<file path="config.mk">
export PLATFORM = sky130hd
export DESIGN_NAME = rtc_run_control
export DESIGN_NICKNAME = d
export VERILOG_FILES = /design/src/hw/rtc_pkg.sv /design/src/hw/rtc_divider.sv /design/src/hw/rtc_run_control.sv /design/src/hw/rtc_time_counter.sv
export SDC_FILE = /design/constraint.sdc
export NUM_CORES = 1
export LEC_CHECK = 0
export ABC_AREA = 1
export ABC_CLOCK_PERIOD_IN_PS = 3600
export BUFFER_PORTS_ARGS = -buffer_cell sky130_fd_sc_hd__buf_4
export CAP_MARGIN = 40
export CORE_UTILIZATION = 58
export DETAILED_ROUTE_END_ITERATION = 16
export GPL_ROUTABILITY_DRIVEN = 1
export HOLD_SLACK_MARGIN = 0.02
export PLACE_DENSITY_LB_ADDON = 0.08
export REMOVE_ABC_BUFFERS = 1
export SETUP_SLACK_MARGIN = 0.5
export SLEW_MARGIN = 20
export SYNTH_ARGS = -nofsm -noshare
export SYNTH_HDL_FRONTEND = slang
export SYNTH_SLANG_ARGS = --single-unit
</file>
<file path="constraint.sdc">
create_clock -name REF_CLK -period 3.6 [get_ports REF_CLK]
set_input_delay 0.54 -clock REF_CLK [delete_from_list [all_inputs] [get_ports REF_CLK]]
set_output_delay 0.54 -clock REF_CLK [all_outputs]
set_load 0.05 [all_outputs]
</file>
<file path="src/hw/rtc_pkg.sv">
// Purpose: Shared constants and types for the real-time clock run control,
//          counting-mode selection and interrupt gating logic.
// Assumes: APB slave with 32-bit data; register indices are word indices.
// Notes:   Byte address of a register is four times its index.

package rtc_pkg;

   // Bus geometry
   localparam int unsigned ADDR_W = 20;
   localparam int unsigned DATA_W = 32;

   // Register indices and their byte addresses
   localparam logic [15:0] IDX_CTL  = 16'h56C0;
   localparam logic [15:0] IDX_IEN  = 16'h56C2;
   localparam logic [15:0] IDX_IFLG = 16'h56C4;
   localparam logic [15:0] IDX_MS   = 16'h56C6;
   localparam logic [15:0] IDX_H    = 16'h56C8;
   localparam logic [ADDR_W-1:0] ADDR_CTL  = {2'h0, IDX_CTL, 2'h0};
   localparam logic [ADDR_W-1:0] ADDR_IEN  = {2'h0, IDX_IEN, 2'h0};
   localparam logic [ADDR_W-1:0] ADDR_IFLG = {2'h0, IDX_IFLG, 2'h0};
   localparam logic [ADDR_W-1:0] ADDR_MS   = {2'h0, IDX_MS, 2'h0};
   localparam logic [ADDR_W-1:0] ADDR_H    = {2'h0, IDX_H, 2'h0};

   // Control register fields
   localparam int CTL_RUN_BIT  = 0;
   localparam int CTL_H24_BIT  = 4;
   localparam int CTL_BCD_BIT  = 5;
   localparam int CTL_STAT_BIT = 8;

   // Interrupt causes, bit positions in enable and flag registers
   localparam int NUM_IRQ = 10;
   localparam int EV_32HZ = 0;
   localparam int EV_8HZ  = 1;
   localparam int EV_4HZ  = 2;
   localparam int EV_1HZ  = 3;
   localparam int EV_10S  = 4;
   localparam int NUM_TEV = 6;
   localparam logic [NUM_IRQ-1:0] IEN_RESET  = 10'h000;
   localparam logic [NUM_IRQ-1:0] IFLG_RESET = 10'h000;

   // Counter register fields
   localparam int MS_SEC_LSB  = 0;
   localparam int MS_MIN_LSB  = 8;
   localparam int H_AMPM_BIT  = 7;

   // Low-speed clock divider taps, counter width is the 1 Hz tap
   localparam int unsigned LS_CLK_HZ = 32768;
   localparam int TAP_32HZ = 10;
   localparam int TAP_8HZ  = 12;
   localparam int TAP_4HZ  = 13;
   localparam int TAP_1HZ  = 15;

   // Time counter limits
   localparam logic [5:0] SEC_MAX   = 6'h3B;
   localparam logic [5:0] MIN_MAX   = 6'h3B;
   localparam logic [4:0] HOUR_MAX  = 5'h17;
   localparam logic [4:0] HOUR_NOON = 5'h0C;
   localparam logic [3:0] DIGIT_LAST = 4'h9;
   localparam logic [6:0] TEN        = 7'h0A;

   typedef struct packed {
      logic h24;
      logic bcd;
      logic run;
   } ctl_t;

   typedef struct packed {
      logic [4:0] hour;
      logic [5:0] min;
      logic [5:0] sec;
   } clock_time_t;

   localparam ctl_t        CTL_RESET  = '{h24: 1'b0, bcd: 1'b0, run: 1'b0};
   localparam clock_time_t TIME_RESET = '{hour: 5'h00, min: 6'h00,
                                          sec: 6'h00};

endpackage : rtc_pkg

</file>
<file path="src/hw/rtc_divider.sv">
// Purpose: Low-speed clock divider producing 32, 8, 4 and 1 Hz strobes.
// Assumes: tick is a one-cycle pulse per low-speed clock period.
// Notes:   clear restarts the chain so the first second is a full one.

`timescale 1ns/100ps
`default_nettype none

module rtc_divider
   import rtc_pkg::*;
#(
   parameter int DIV_W = TAP_1HZ
) (
   input  wire logic clk,
   input  wire logic rst,
   input  wire logic clear,
   input  wire logic tick,
   output logic      strobe_32hz,
   output logic      strobe_8hz,
   output logic      strobe_4hz,
   output logic      strobe_1hz
);

   logic [DIV_W-1:0] count_reg;

   // Divider counts only gated ticks; a run write of 1 restarts it
   always_ff @(posedge clk or posedge rst) begin
      if (rst) begin
         count_reg   <= '0;
         strobe_32hz <= 1'b0;
         strobe_8hz  <= 1'b0;
         strobe_4hz  <= 1'b0;
         strobe_1hz  <= 1'b0;
      end else begin
         count_reg   <= clear ? '0 : (tick ? count_reg + 1'b1 : count_reg);
         strobe_32hz <= ~clear & tick & (&count_reg[TAP_32HZ-1:0]);
         strobe_8hz  <= ~clear & tick & (&count_reg[TAP_8HZ-1:0]);
         strobe_4hz  <= ~clear & tick & (&count_reg[TAP_4HZ-1:0]);
         strobe_1hz  <= ~clear & tick & (&count_reg[DIV_W-1:0]);
      end
   end

endmodule : rtc_divider

`default_nettype wire

</file>
<file path="src/hw/rtc_run_control.sv">
// Purpose: Real-time clock run/stop control, binary/BCD and 12/24-hour
//          counting modes, and periodic interrupt gating, on an APB slave.
// Assumes: LS_CLK is the low-speed oscillator clock, sampled as an ordinary
//          input synchronous to REF_CLK (10 MHz, far faster than LS_CLK).
// Notes:   Zero-wait APB; read data is captured in the setup cycle.
//
// The implementer's own choice: the APB interface to the registers.

`timescale 1ns/100ps
`default_nettype none

// Overview of operation
// RQ1: Run status rises once counting really begins after run control is set.
// RQ2: Run status stays high after run control clears until counting halts.
// RQ3: Software stops, then polls status low, before loading counters.
// RQ4: Control bit 5 selects BCD when 1, binary when 0; resets binary.
// RQ5: Counters are read and written as binary or two-digit BCD values.
// RQ6: Control bit 4 selects 24-hour when 1, 12-hour when 0 at reset.
// RQ7: Hour counter range follows the currently selected hour mode.
// RQ8: Software should change hour mode only while stopped or when starting.
// RQ9: Control bit 0 runs when 1, stops when 0; resets to stopped.
// RQ10: Clock to the counters is gated through only while run control is 1.
// RQ11: Low-speed oscillator stays alive in sleep while run control is 1.
// RQ12: Every write of 1 to run control resets the low-speed divider.
// RQ13: Ten enable bits, bits 9 down to 0, day to 32 Hz, reset 0.
// RQ14: Enabled cause sets its flag each period and requests an interrupt.
// RQ15: A disabled cause never requests an interrupt.
// RQ16: Writing 1 to a flag clears it; writing 0 leaves it.
// RQ17: Ten flags in bits 9 down to 0 in enable order, reset 0.
// RQ18: Interrupt line is high while any flag and its enable are both 1.
module rtc_run_control
   import rtc_pkg::*;
(
   input  wire logic                REF_CLK,
   input  wire logic                RST,
   input  wire logic                PSEL,
   input  wire logic                PENABLE,
   input  wire logic                PWRITE,
   input  wire logic [ADDR_W-1:0]   PADDR,
   input  wire logic [DATA_W-1:0]   PWDATA,
   output logic      [DATA_W-1:0]   PRDATA,
   output logic                     PREADY,
   output logic                     PSLVERR,
   input  wire logic                LS_CLK,
   output logic                     IRQ,
   output logic                     RTC_CLK_GATE_EN,
   output logic                     LS_OSC_KEEP_ALIVE
);

   import rtc_pkg::*;

   ////////////////////////////////////////////////////////////////////////
   // Conversion helpers

   // Binary value below 80 to two-digit BCD
   // Counters never pass 59, so three tens bits do
   function automatic logic [6:0] to_bcd(input logic [6:0] v);
      logic [6:0] tens;
      logic [6:0] ones;
      tens = 7'(v / TEN);
      ones = 7'(v % TEN);
      return 7'({tens[2:0], ones[3:0]});
   endfunction : to_bcd

   // Two-digit BCD to binary
   function automatic logic [6:0] from_bcd(input logic [6:0] v);
      logic [6:0] tens;
      tens = {4'h0, v[6:4]};
      return 7'(tens * TEN + {3'h0, v[3:0]});
   endfunction : from_bcd

   ////////////////////////////////////////////////////////////////////////
   // State

   // Software-visible state
   ctl_t               ctl_reg;
   logic               run_status_reg;
   logic [NUM_IRQ-1:0] ien_reg;
   logic [NUM_IRQ-1:0] iflg_reg;

   // Bus answer
   logic [DATA_W-1:0]  prdata_reg;
   logic               pready_reg;
   logic               pslverr_reg;

   // Pins toward interrupt and clock logic
   logic               irq_reg;
   logic               gate_reg;
   logic               keep_alive_reg;

   // Low-speed clock history
   logic               ls_prev_reg;

   // Next values
   ctl_t               ctl_next;
   logic [NUM_IRQ-1:0] ien_next;
   logic [NUM_IRQ-1:0] iflg_next;

   ////////////////////////////////////////////////////////////////////////
   // APB decode

   // PREADY stays high, so every access ends at its first
   // edge and read data must be settled in the setup cycle
   wire logic setup_phase = PSEL & ~PENABLE;
   wire logic access      = PSEL & PENABLE & pready_reg;

   wire logic hit_ctl     = (PADDR == ADDR_CTL);
   wire logic hit_ien     = (PADDR == ADDR_IEN);
   wire logic hit_iflg    = (PADDR == ADDR_IFLG);
   wire logic hit_ms      = (PADDR == ADDR_MS);
   wire logic hit_h       = (PADDR == ADDR_H);
   wire logic hit_any     = hit_ctl | hit_ien | hit_iflg | hit_ms | hit_h;
   wire logic wr_access   = access & PWRITE;

   // Writes take effect only at the access edge
   wire logic wr_ctl  = wr_access & hit_ctl;
   wire logic wr_ien  = wr_access & hit_ien;
   wire logic wr_iflg = wr_access & hit_iflg;
   wire logic wr_ms   = wr_access & hit_ms;
   wire logic wr_h    = wr_access & hit_h;

   // A run write of 1 restarts the divider even if already running
   wire logic div_clear = wr_ctl & PWDATA[CTL_RUN_BIT];          // [RQ12]

   ////////////////////////////////////////////////////////////////////////
   // Low-speed clock gating

   // A stop written just after a tick waits a whole
   // low-speed period before status falls

   // Rising edge of the low-speed clock, one REF_CLK cycle wide
   wire logic ls_tick    = LS_CLK & ~ls_prev_reg;
   // Counting ticks exist only while run control is set
   wire logic count_tick = ls_tick & ctl_reg.run;                // [RQ10]

   logic strobe_32hz;
   logic strobe_8hz;
   logic strobe_4hz;
   logic strobe_1hz;

   rtc_divider #(
      .DIV_W (TAP_1HZ)
   ) u_divider (
      .clk         (REF_CLK),
      .rst         (RST),
      .clear       (div_clear),
      .tick        (count_tick),
      .strobe_32hz (strobe_32hz),
      .strobe_8hz  (strobe_8hz),
      .strobe_4hz  (strobe_4hz),
      .strobe_1hz  (strobe_1hz)
   );

   ////////////////////////////////////////////////////////////////////////
   // Time counters and register formats

   // Counter state is always held in binary
   clock_time_t        time_q;
   clock_time_t        load_val;
   logic [NUM_TEV-1:0] time_ev;

   // Write data in the selected representation, converted to binary
   wire logic [6:0] wr_sec_raw  = PWDATA[MS_SEC_LSB +: 7];
   wire logic [6:0] wr_min_raw  = PWDATA[MS_MIN_LSB +: 7];
   wire logic [6:0] wr_hour_raw = {1'b0, PWDATA[5:0]};

   wire logic [6:0] wr_sec  = ctl_reg.bcd ? from_bcd(wr_sec_raw)
                                          : wr_sec_raw;          // [RQ5]
   wire logic [6:0] wr_min  = ctl_reg.bcd ? from_bcd(wr_min_raw)
                                          : wr_min_raw;          // [RQ5]
   wire logic [6:0] wr_hour = ctl_reg.bcd ? from_bcd(wr_hour_raw)
                                          : wr_hour_raw;         // [RQ5]
   wire logic       wr_pm   = PWDATA[H_AMPM_BIT];

   // In 12-hour mode twelve means the top of the half; PM adds twelve
   wire logic [4:0] wr_h12   = (wr_hour[4:0] == HOUR_NOON) ? 5'h00
                                                             : wr_hour[4:0];
   wire logic [4:0] wr_h_bin = ctl_reg.h24 ? wr_hour[4:0]
                             : wr_h12 + (wr_pm ? HOUR_NOON : 5'h00); // [RQ7]

   assign load_val.sec  = wr_sec[5:0];
   assign load_val.min  = wr_min[5:0];
   assign load_val.hour = wr_h_bin;

   // Seconds advance only on gated 1 Hz strobes
   rtc_time_counter u_time (
      .clk      (REF_CLK),
      .rst      (RST),
      .sec_tick (strobe_1hz),
      .load_ms  (wr_ms),
      .load_h   (wr_h),
      .load_val (load_val),
      .time_q   (time_q),
      .ev_q     (time_ev)
   );

   // Read views: 12-hour shows 12,1..11 with a PM flag
   wire logic       is_pm     = (time_q.hour >= HOUR_NOON);
   wire logic [4:0] h_mod     = is_pm ? time_q.hour - HOUR_NOON : time_q.hour;
   wire logic [4:0] h_12      = (h_mod == 5'h00) ? HOUR_NOON : h_mod;
   wire logic [4:0] h_view    = ctl_reg.h24 ? time_q.hour : h_12; // [RQ7]

   wire logic [6:0] rd_sec    = ctl_reg.bcd ? to_bcd({1'b0, time_q.sec})
                                            : {1'b0, time_q.sec}; // [RQ5]
   wire logic [6:0] rd_min    = ctl_reg.bcd ? to_bcd({1'b0, time_q.min})
                                            : {1'b0, time_q.min}; // [RQ5]
   wire logic [6:0] rd_hour   = ctl_reg.bcd ? to_bcd({2'h0, h_view})
                                            : {2'h0, h_view};     // [RQ5]

   ////////////////////////////////////////////////////////////////////////
   // Control, enable and flag next values

   // Mode bits and run bit from a control write
   always_comb begin
      ctl_next = ctl_reg;
      if (wr_ctl) begin
         ctl_next.run = PWDATA[CTL_RUN_BIT];                     // [RQ9]
         ctl_next.bcd = PWDATA[CTL_BCD_BIT];                     // [RQ4]
         ctl_next.h24 = PWDATA[CTL_H24_BIT];                     // [RQ6]
      end
   end

   assign ien_next = wr_ien ? PWDATA[NUM_IRQ-1:0] : ien_reg;     // [RQ13]

   // Cause vector, day at the top, 32 Hz at the bottom
   wire logic [NUM_IRQ-1:0] cause = {time_ev, strobe_1hz, strobe_4hz,
                                     strobe_8hz, strobe_32hz};   // [RQ17]
   wire logic [NUM_IRQ-1:0] clr   = wr_iflg ? PWDATA[NUM_IRQ-1:0]
                                            : '0;                // [RQ16]

   // A cause in the same cycle as its clear wins over the clear
   assign iflg_next = (iflg_reg & ~clr) | cause;                 // [RQ14]

   // Zero-filled read views of each register
   wire logic [DATA_W-1:0] rd_ctl  = DATA_W'(
      ({31'h0, run_status_reg} << CTL_STAT_BIT) |
      ({31'h0, ctl_reg.bcd} << CTL_BCD_BIT) |
      ({31'h0, ctl_reg.h24} << CTL_H24_BIT) |
      ({31'h0, ctl_reg.run} << CTL_RUN_BIT));

   wire logic [DATA_W-1:0] rd_ien  = {22'h0, ien_reg};
   wire logic [DATA_W-1:0] rd_iflg = {22'h0, iflg_reg};
   wire logic [DATA_W-1:0] rd_ms   = {16'h0, 1'b0, rd_min, 1'b0, rd_sec};
   wire logic [DATA_W-1:0] rd_h    = {24'h0, is_pm, rd_hour};

   wire logic [DATA_W-1:0] rd_mux =
      hit_ctl  ? rd_ctl  :
      hit_ien  ? rd_ien  :
      hit_iflg ? rd_iflg :
      hit_ms   ? rd_ms   :
      hit_h    ? rd_h    : '0;

   ////////////////////////////////////////////////////////////////////////
   // Registers

   // Timing, in REF_CLK edges:
   //  control write to gate and keep-alive: 1
   //  LS_CLK rise seen to status change: 1
   //  strobe to flag and IRQ: 1
   //  write-1 clear to IRQ low: 1
   // Limitation: LS_CLK needs one cycle per level

   // Edge detect of the low-speed clock
   always_ff @(posedge REF_CLK or posedge RST) begin
      if (RST) begin
         ls_prev_reg <= 1'b0;
      end else begin
         ls_prev_reg <= LS_CLK;
      end
   end

   // Status follows run control only at a low-speed edge, i.e. when the
   // counters actually start or stop; this is what software must poll
   always_ff @(posedge REF_CLK or posedge RST) begin
      if (RST) begin
         run_status_reg <= 1'b0;
      end else if (ls_tick) begin
         run_status_reg <= ctl_reg.run;                          // [RQ1] [RQ2]
      end
   end

   // Software-visible control, enables and flags
   always_ff @(posedge REF_CLK or posedge RST) begin
      if (RST) begin
         ctl_reg  <= CTL_RESET;                                  // [RQ9]
         ien_reg  <= IEN_RESET;                                  // [RQ13]
         iflg_reg <= IFLG_RESET;                                 // [RQ17]
      end else begin
         ctl_reg  <= ctl_next;
         ien_reg  <= ien_next;
         iflg_reg <= iflg_next;
      end
   end

   // Request line; only enabled flags reach it
   always_ff @(posedge REF_CLK or posedge RST) begin
      if (RST) begin
         irq_reg <= 1'b0;
      end else begin
         irq_reg <= |(iflg_next & ien_next);                     // [RQ15] [RQ18]
      end
   end

   // Clock gate and oscillator keep-alive follow run control directly
   always_ff @(posedge REF_CLK or posedge RST) begin
      if (RST) begin
         gate_reg       <= 1'b0;
         keep_alive_reg <= 1'b0;
      end else begin
         gate_reg       <= ctl_next.run;                         // [RQ10]
         keep_alive_reg <= ctl_next.run;                         // [RQ11]
      end
   end

   // Bus answer; data and error are settled in the setup cycle so the
   // access phase can complete with no wait state
   always_ff @(posedge REF_CLK or posedge RST) begin
      if (RST) begin
         prdata_reg  <= '0;
         pready_reg  <= 1'b0;
         pslverr_reg <= 1'b0;
      end else begin
         pready_reg <= 1'b1;
         if (setup_phase) begin
            prdata_reg  <= PWRITE ? '0 : rd_mux;
            pslverr_reg <= ~hit_any;
         end
      end
   end

   // All outputs come straight from registers
   assign PRDATA            = prdata_reg;
   assign PREADY            = pready_reg;
   assign PSLVERR           = pslverr_reg;

   assign IRQ               = irq_reg;
   assign RTC_CLK_GATE_EN   = gate_reg;
   assign LS_OSC_KEEP_ALIVE = keep_alive_reg;

endmodule : rtc_run_control

`default_nettype wire

</file>
<file path="src/hw/rtc_time_counter.sv">
// Purpose: Binary second, minute and hour counters with period events.
// Assumes: sec_tick is a one-cycle pulse once per second.
// Notes:   Hours run 0 to 23 inside; the 12-hour view is formed outside.

`timescale 1ns/100ps
`default_nettype none

module rtc_time_counter
   import rtc_pkg::*;
(
   input  wire logic         clk,
   input  wire logic         rst,
   input  wire logic         sec_tick,
   input  wire logic         load_ms,
   input  wire logic         load_h,
   input  wire clock_time_t  load_val,
   output clock_time_t       time_q,
   output logic [NUM_TEV-1:0] ev_q
);

   logic sec_wrap;
   logic min_wrap;
   logic hour_wrap;
   logic sec_ten;
   logic min_ten;
   logic half_day;
   clock_time_t time_next;

   // Carry chain and event terms
   assign sec_wrap  = sec_tick & (time_q.sec == SEC_MAX);
   assign min_wrap  = sec_wrap & (time_q.min == MIN_MAX);
   assign hour_wrap = min_wrap & (time_q.hour == HOUR_MAX);
   assign sec_ten   = sec_tick & (4'(time_q.sec % 6'd10) == DIGIT_LAST);
   assign min_ten   = sec_wrap & (4'(time_q.min % 6'd10) == DIGIT_LAST);
   assign half_day  = min_wrap & (time_q.hour == HOUR_NOON - 5'h01);

   // Next count; a software load overrides counting
   always_comb begin
      time_next = time_q;
      if (sec_tick) begin
         time_next.sec = sec_wrap ? '0 : time_q.sec + 6'h01;
         if (sec_wrap) begin
            time_next.min = min_wrap ? '0 : time_q.min + 6'h01;
         end
         if (min_wrap) begin
            time_next.hour = hour_wrap ? '0 : time_q.hour + 5'h01;
         end
      end
      if (load_ms) begin
         time_next.sec = load_val.sec;
         time_next.min = load_val.min;
      end
      if (load_h) begin
         time_next.hour = load_val.hour;
      end
   end

   always_ff @(posedge clk or posedge rst) begin
      if (rst) begin
         time_q <= TIME_RESET;
         ev_q   <= '0;
      end else begin
         time_q <= time_next;
         ev_q   <= {hour_wrap, half_day | hour_wrap, min_wrap, min_ten,
                    sec_wrap, sec_ten};
      end
   end

endmodule : rtc_time_counter

`default_nettype wire

</file>
==> out/metrics.cfg, run 1 <==
[cts]
cts_tree=built
clk_latency_ps=370
numCtsBuffers=9
cts_root_buffer=clkbuf_8
cts_buffer_depth=2
clock-sinks=85
clkTransAtPathRegs_ps=100
cts_hold_buf=0
htreeDepth=3

[cells_and_area]
fin_area_um2=7323
largest_reg_flops=17
final_cell_mix=159 x nand2_1, 118 x inv_1, 88 x buf_4
insertedDiodeCount=0
layout_commonest_cell=nand2_1
drive_above_1_share_pct=21.69
nets=1011
area_delta_synth_final_pct=18.79

[floorplanning]
io_pins=95
dieArea_um2=11050
die_h_um=105.1
initial_core_util_pct=59.71
num_rows=37
die_x_um=105.1
core-area_um2=10320

[synth]
synth_fa_ha_area_share_pct=7.469
synth_edf_count=0
async_reset_ff_share_pct=100.0
synthSimpleGateAreaFrac_pct=28.94
synth_flop_cell=dfrtp_1
yosysSeqAreaShare_pct=34.50
syn_area_um2=6165
synth-seq-cells=85
synth_cell_types=60
synthXorXnorAreaFrac_pct=1.705
synth_compound_area_share_pct=15.45
synth_mux_area_share_pct=0
synth_top_family_by_area=simple AND/OR/NAND/NOR gates
synthCells=828
yosys_warnings=0
syn_area_per_cell_um2=7.445

[setup_path]
path_class=flop to flop
worstSetupStartpointType=flop
cp.arrival_ps=3330
critPathMaxFanout=4
endpoint_kind=flop
crit_required_ps=3850

[drt]
vias=5941
drc_errors=0
drt-initial-drc-count=438
ant_nets=0
drt_first_pass_iters=5
via_per_inst=5.615
wl_per_cell_um=15.72
drt_wl_total_um=16630

[place]
port-buffer-count=60
gp_congestion=0.9405
dp.final_hpwl_um=12240
dpl_cell_area_um2=6758

[sta]
tightest_slew_ps=754.9
maxSlewHeadroom_pct=49.21
min_period_ps=3075
finalSetupTns_ps=0
hold_viol_final=0
finClkSkew_ps=12.98
finalSetupViolations=0
rsz0062_at_grt=true
period_share_pct=85.41
slew_violations=0
max_freq_mhz=325.2

[outcome]
status=finished clean

[global_routing]
grt_pass1_vias=5590
grt.total_usage_pct=30.49
antenna_found_initial=0
overflow=0
grt_pass1_wl_um=26600
grt_max_degree=35

[run]
drv_cap=0

[power]
ir_drop_mv=0.2693
leakagePower_nw=3.638
power_density_nw_per_um2=277.4

[min_path]
hp-class=input port to async pin

-- cells in the mapped netlist (4+ instances only) --
library cell	n	area share, %
o21ai_2	4	0.57
nand2_1	167	10
o21ai_1	15	1.2
or2_2	4	0.41
dfrtp_1	85	35
a21oi_1	32	2.6
a22o_1	4	0.57
nor4_1	9	0.91
buf_4	21	2.6
o22ai_1	5	0.51
a211oi_1	6	0.73
xor2_1	7	0.99
o211ai_1	4	0.49
nand2_2	12	1.2
inv_1	125	7.6
xnor2_1	5	0.71
nor2_1	80	4.9
o221ai_1	7	0.99
nand2_4	6	1.1
nor2_4	5	0.91
o21ai_0	62	5.0
nand3_1	35	2.8
nor3_1	13	1.1
ha_1	32	6.5
nand4_1	15	1.5
inv_2	12	0.73
-- kinds of logic (layout without fill, tap and decap cells) --
logic type | Yosys count | count (layout)
AOI/OAI and AO/OA | 159 | 159
xor gates and xnor gates | 12 | 12
adders and majority gates | 35 | 35
buffers and inverters | 168 | 246
DFF | 85 | 85
other | 2 | 18
and+or+nand+nor | 367 | 367
-- layout make-up --
cell class	instances	area (um^2)
clock buffer	9	123.9
fill	843	3000
tap	136	170.2
sequential	85	2130
clock inverter	6	72.57
timing repair buffer	92	723.2
multi-input combinational	591	3573
inverter	139	530.5
-- layer usage --
layer  GRT usage [%]  part of all wire (%)  vias up
met3           4.928                   7.2       28
met1           40.84                    45     2784
li1                -                     -     2874
met5               0                     0        -
met4           11.07                   1.8        0
met2           49.91                    46      255
-- where the power goes --
group	switching, mW	internal, mW	total (mW)	leakage [nW]
combinational	0.189	0.109	0.298	2.52
clock	0.386	0.324	0.710	0.0899
sequential	0.0312	0.993	1.02	1.03
-- worst paths after layout --
kind                                      start                end  slack, ps  depth (start not counted)
setup / recovery              u_time.time_q[14]          PRDATA[2]        530                         25
hold / removal                              RST  u_time.time_q[10]        160                          2
setup reg to reg              u_time.time_q[14]          PRDATA[2]        530                         25
hold reg to reg            u_divider.strobe_8hz        iflg_reg[1]        480                          2
max in group asynchronous                   RST          PRDATA[1]       2610                          4
min in group REF_CLK                     LS_CLK        ls_prev_reg        290                          1
-- critical path, cell delays in order, from the launching register on --
cell and delay, ps:
dfrtp_2 460, ha_4 190, nand2_4 90, nand3_4 100, nand2_4 100, nand2_4 70, nor2_4 150, nand2_4 70
nand2_4 100, inv_4 50, ha_4 150, inv_2 50, ha_4 180, or2_1 210, a21oi_2 140, nand2_1 110
nand2_2 100, nand2_2 50, inv_2 70, nand4_1 90, nand3_2 110, nand2_1 50, nand2_1 60, nand2_1 40
nand2_1 90, nand2_1 60
-- stage by stage --
step                      setup WS, ps  util (%)  hold WS, ps  total power, mW  std cells
after floorplan                  585.7         -        421.8            1.238        815
after global placement           308.6     65.26        428.3            1.324       1024
after detailed placement         147.5     65.46        457.7            1.339       1025
after CTS                        501.2     68.90        176.2            2.032       1049
after global routing             331.8     70.94        186.7            2.119       1058
final                            525.1     70.94        163.3            2.032       1058
-- repair_timing --
action | CTS | global route
setup buffers | 9 | 9
pin swaps | 8 | 27
endpoints found under the setup margin | 4 | 5
gates resized for setup | 25 | 29
No activity file was read; power rests on OpenSTA's default activity.
==> inputs of run 2 (changes only) <==
ABC_CLOCK_PERIOD_IN_PS = 3850   (was 3600)
CTS_BUF_LIST = sky130_fd_sc_hd__clkbuf_4   (was unset)
clock period = 3.85 ns   (was 3.6 ns; I/O delays follow)
==> out/metrics.cfg, run 2 (same netlist as run 1, synthesis figures left out) <==
[outcome]
status=finished clean

[drt]
drc_errors=0
vias=5816
drt_wl_total_um=16200
wl_per_cell_um=15.43
drt_first_pass_iters=5
ant_nets=0
drt-initial-drc-count=454
via_per_inst=5.539

[cts]
numCtsBuffers=9
clk_latency_ps=450
clock-sinks=85
cts_buffer_depth=2
cts_tree=built
htreeDepth=3
cts_hold_buf=0
clkTransAtPathRegs_ps=140
cts_root_buffer=clkbuf_4

[setup_path]
path_class=flop to flop
timing.rr.start=u_time.time_q[14]
worstSetupStartpointType=flop
cp.arrival_ps=3580
cpMostUsedCell=nand2_1
endpoint_kind=flop
critPathBufInv=8
reg2reg_depth=29
critPathMaxStageDelay_ps=450
slowest_stage=dfrtp_2
rrSetupSlack_ps=670
critPathTopFamily=simple AND/OR/NAND/NOR gates
critPathMaxFanout=5
rr_endpoint=PRDATA[4]
crit_required_ps=4250

[power]
power_density_nw_per_um2=247.5
leakagePower_nw=3.576
ir_drop_mv=0.2723

[cells_and_area]
final_cell_mix=163 x nand2_1, 119 x inv_1, 82 x dfrtp_1
area_delta_synth_final_pct=14.94
layout_commonest_cell=nand2_1
largest_reg_flops=17
seqCellArea_um2=2131
fillers=889
insertedDiodeCount=0
drive_above_1_share_pct=19.58
fin_area_um2=7086
multi_input_area_um2=3495
nets=1002

[global_routing]
grt_pass1_vias=5558
antenna_found_initial=0
grt.total_usage_pct=30.57
overflow=0
grt_pass1_wl_um=26410
grt_max_degree=42

[sta]
min_period_ps=3178
max_freq_mhz=314.7
period_share_pct=82.55
finalSetupTns_ps=0
rsz0062_at_grt=true
finalSetupViolations=0
slew_violations=0
maxSlewHeadroom_pct=56.06
finClkSkew_ps=17.80
tightest_slew_ps=653.1
hold_viol_final=0

[floorplanning]
io_pins=95
num_rows=37
dieArea_um2=11050
die_x_um=105.1
die_h_um=105.1
initial_core_util_pct=59.71
core-area_um2=10320

[run]
drv_cap=0

[place]
port-buffer-count=60
dp.final_hpwl_um=12320
dpl_cell_area_um2=6708
gp_congestion=0.9373

[min_path]
hp-class=input port to async pin

==> run 2: cell types whose count changed in the layout (fill, tap and decap cells not counted), moves of 3 or more <==
| cell | change |
|---|---|
| clkbuf_4 | +10 |
| ha_4 | -4 |
| clkbuf_8 | -9 |
| nand2_4 | -3 |
| ha_1 | +3 |
| buf_4 | -7 |
| nand2_1 | +4 |
==> run 2: stage by stage <==
step	setup WS, ps	total power, mW	hold slack, ps	util, %	std cells
finish	671.9	1.754	65.52	68.63	1050
global route	430.9	1.846	63.22	68.63	1050
CTS	517.7	1.766	57.70	66.88	1042
detailed placement	304.0	1.251	429.2	64.97	1020
global placement	462.3	1.237	429.9	64.97	1020
floorplan	835.7	1.158	421.8	-	815
==> run 2: metal layers <==
layer	vias up	track usage [%]	share of wire, %
met4	0	9.960	2.3
met2	229	50.47	46
met3	30	5.427	6.2
li1	2844	-	-
met1	2713	40.70	45
met5	-	0	0
==> run 2: worst max path at each step <==
| stage | startpoint | end | slack (ps) | depth (start not counted) |
|---|---|---|---|---|
| after global routing | u_time.time_q[14] | PRDATA[4] | 430 | 28 |
| final | u_time.time_q[14] | PRDATA[4] | 670 | 29 |
| after global placement | u_time.time_q[12] | PRDATA[2] | 460 | 27 |
| after floorplan | u_time.time_q[12] | PRDATA[1] | 840 | 29 |
| after CTS | u_time.time_q[12] | PRDATA[2] | 520 | 29 |
| after detailed placement | u_time.time_q[12] | PRDATA[2] | 300 | 27 |
==> run 2: worst reg2reg max path: cells and delay by family (launching register included) <==
family	cells	cell delay, ps
flops	1	450
fa+ha+maj	4	720
buf+inv	8	570
compound gates	1	210
simple gates	16	1200
==> run 2: where the power goes <==
| part | internal [mW] | switching [mW] | total, mW | leakage [nW] |
|---|---|---|---|---|
| Combinational | 0.0986 | 0.177 | 0.276 | 2.47 |
| Clock | 0.204 | 0.314 | 0.519 | 0.0721 |
| Sequential | 0.929 | 0.0301 | 0.959 | 1.03 |
| Total | 1.23 | 0.522 | 1.75 | 3.58 |
==> run 2: cell type report <==
class / count / area share, %
multi-input cells: 591 / 49.32
flip-flops and latches: 85 / 30.07
repair buffers: 83 / 8.812
inverters: 139 / 7.452
well taps: 136 / 2.402
clock buffers: 10 / 1.060
clock inverters: 6 / 0.8829
==> run 2: what timing repair did <==
action,4_1_cts,5_1_grt
pin swaps,0,11
buffers inserted,6,7
endpoints found under the setup margin,4,4
gates resized for setup,6,30
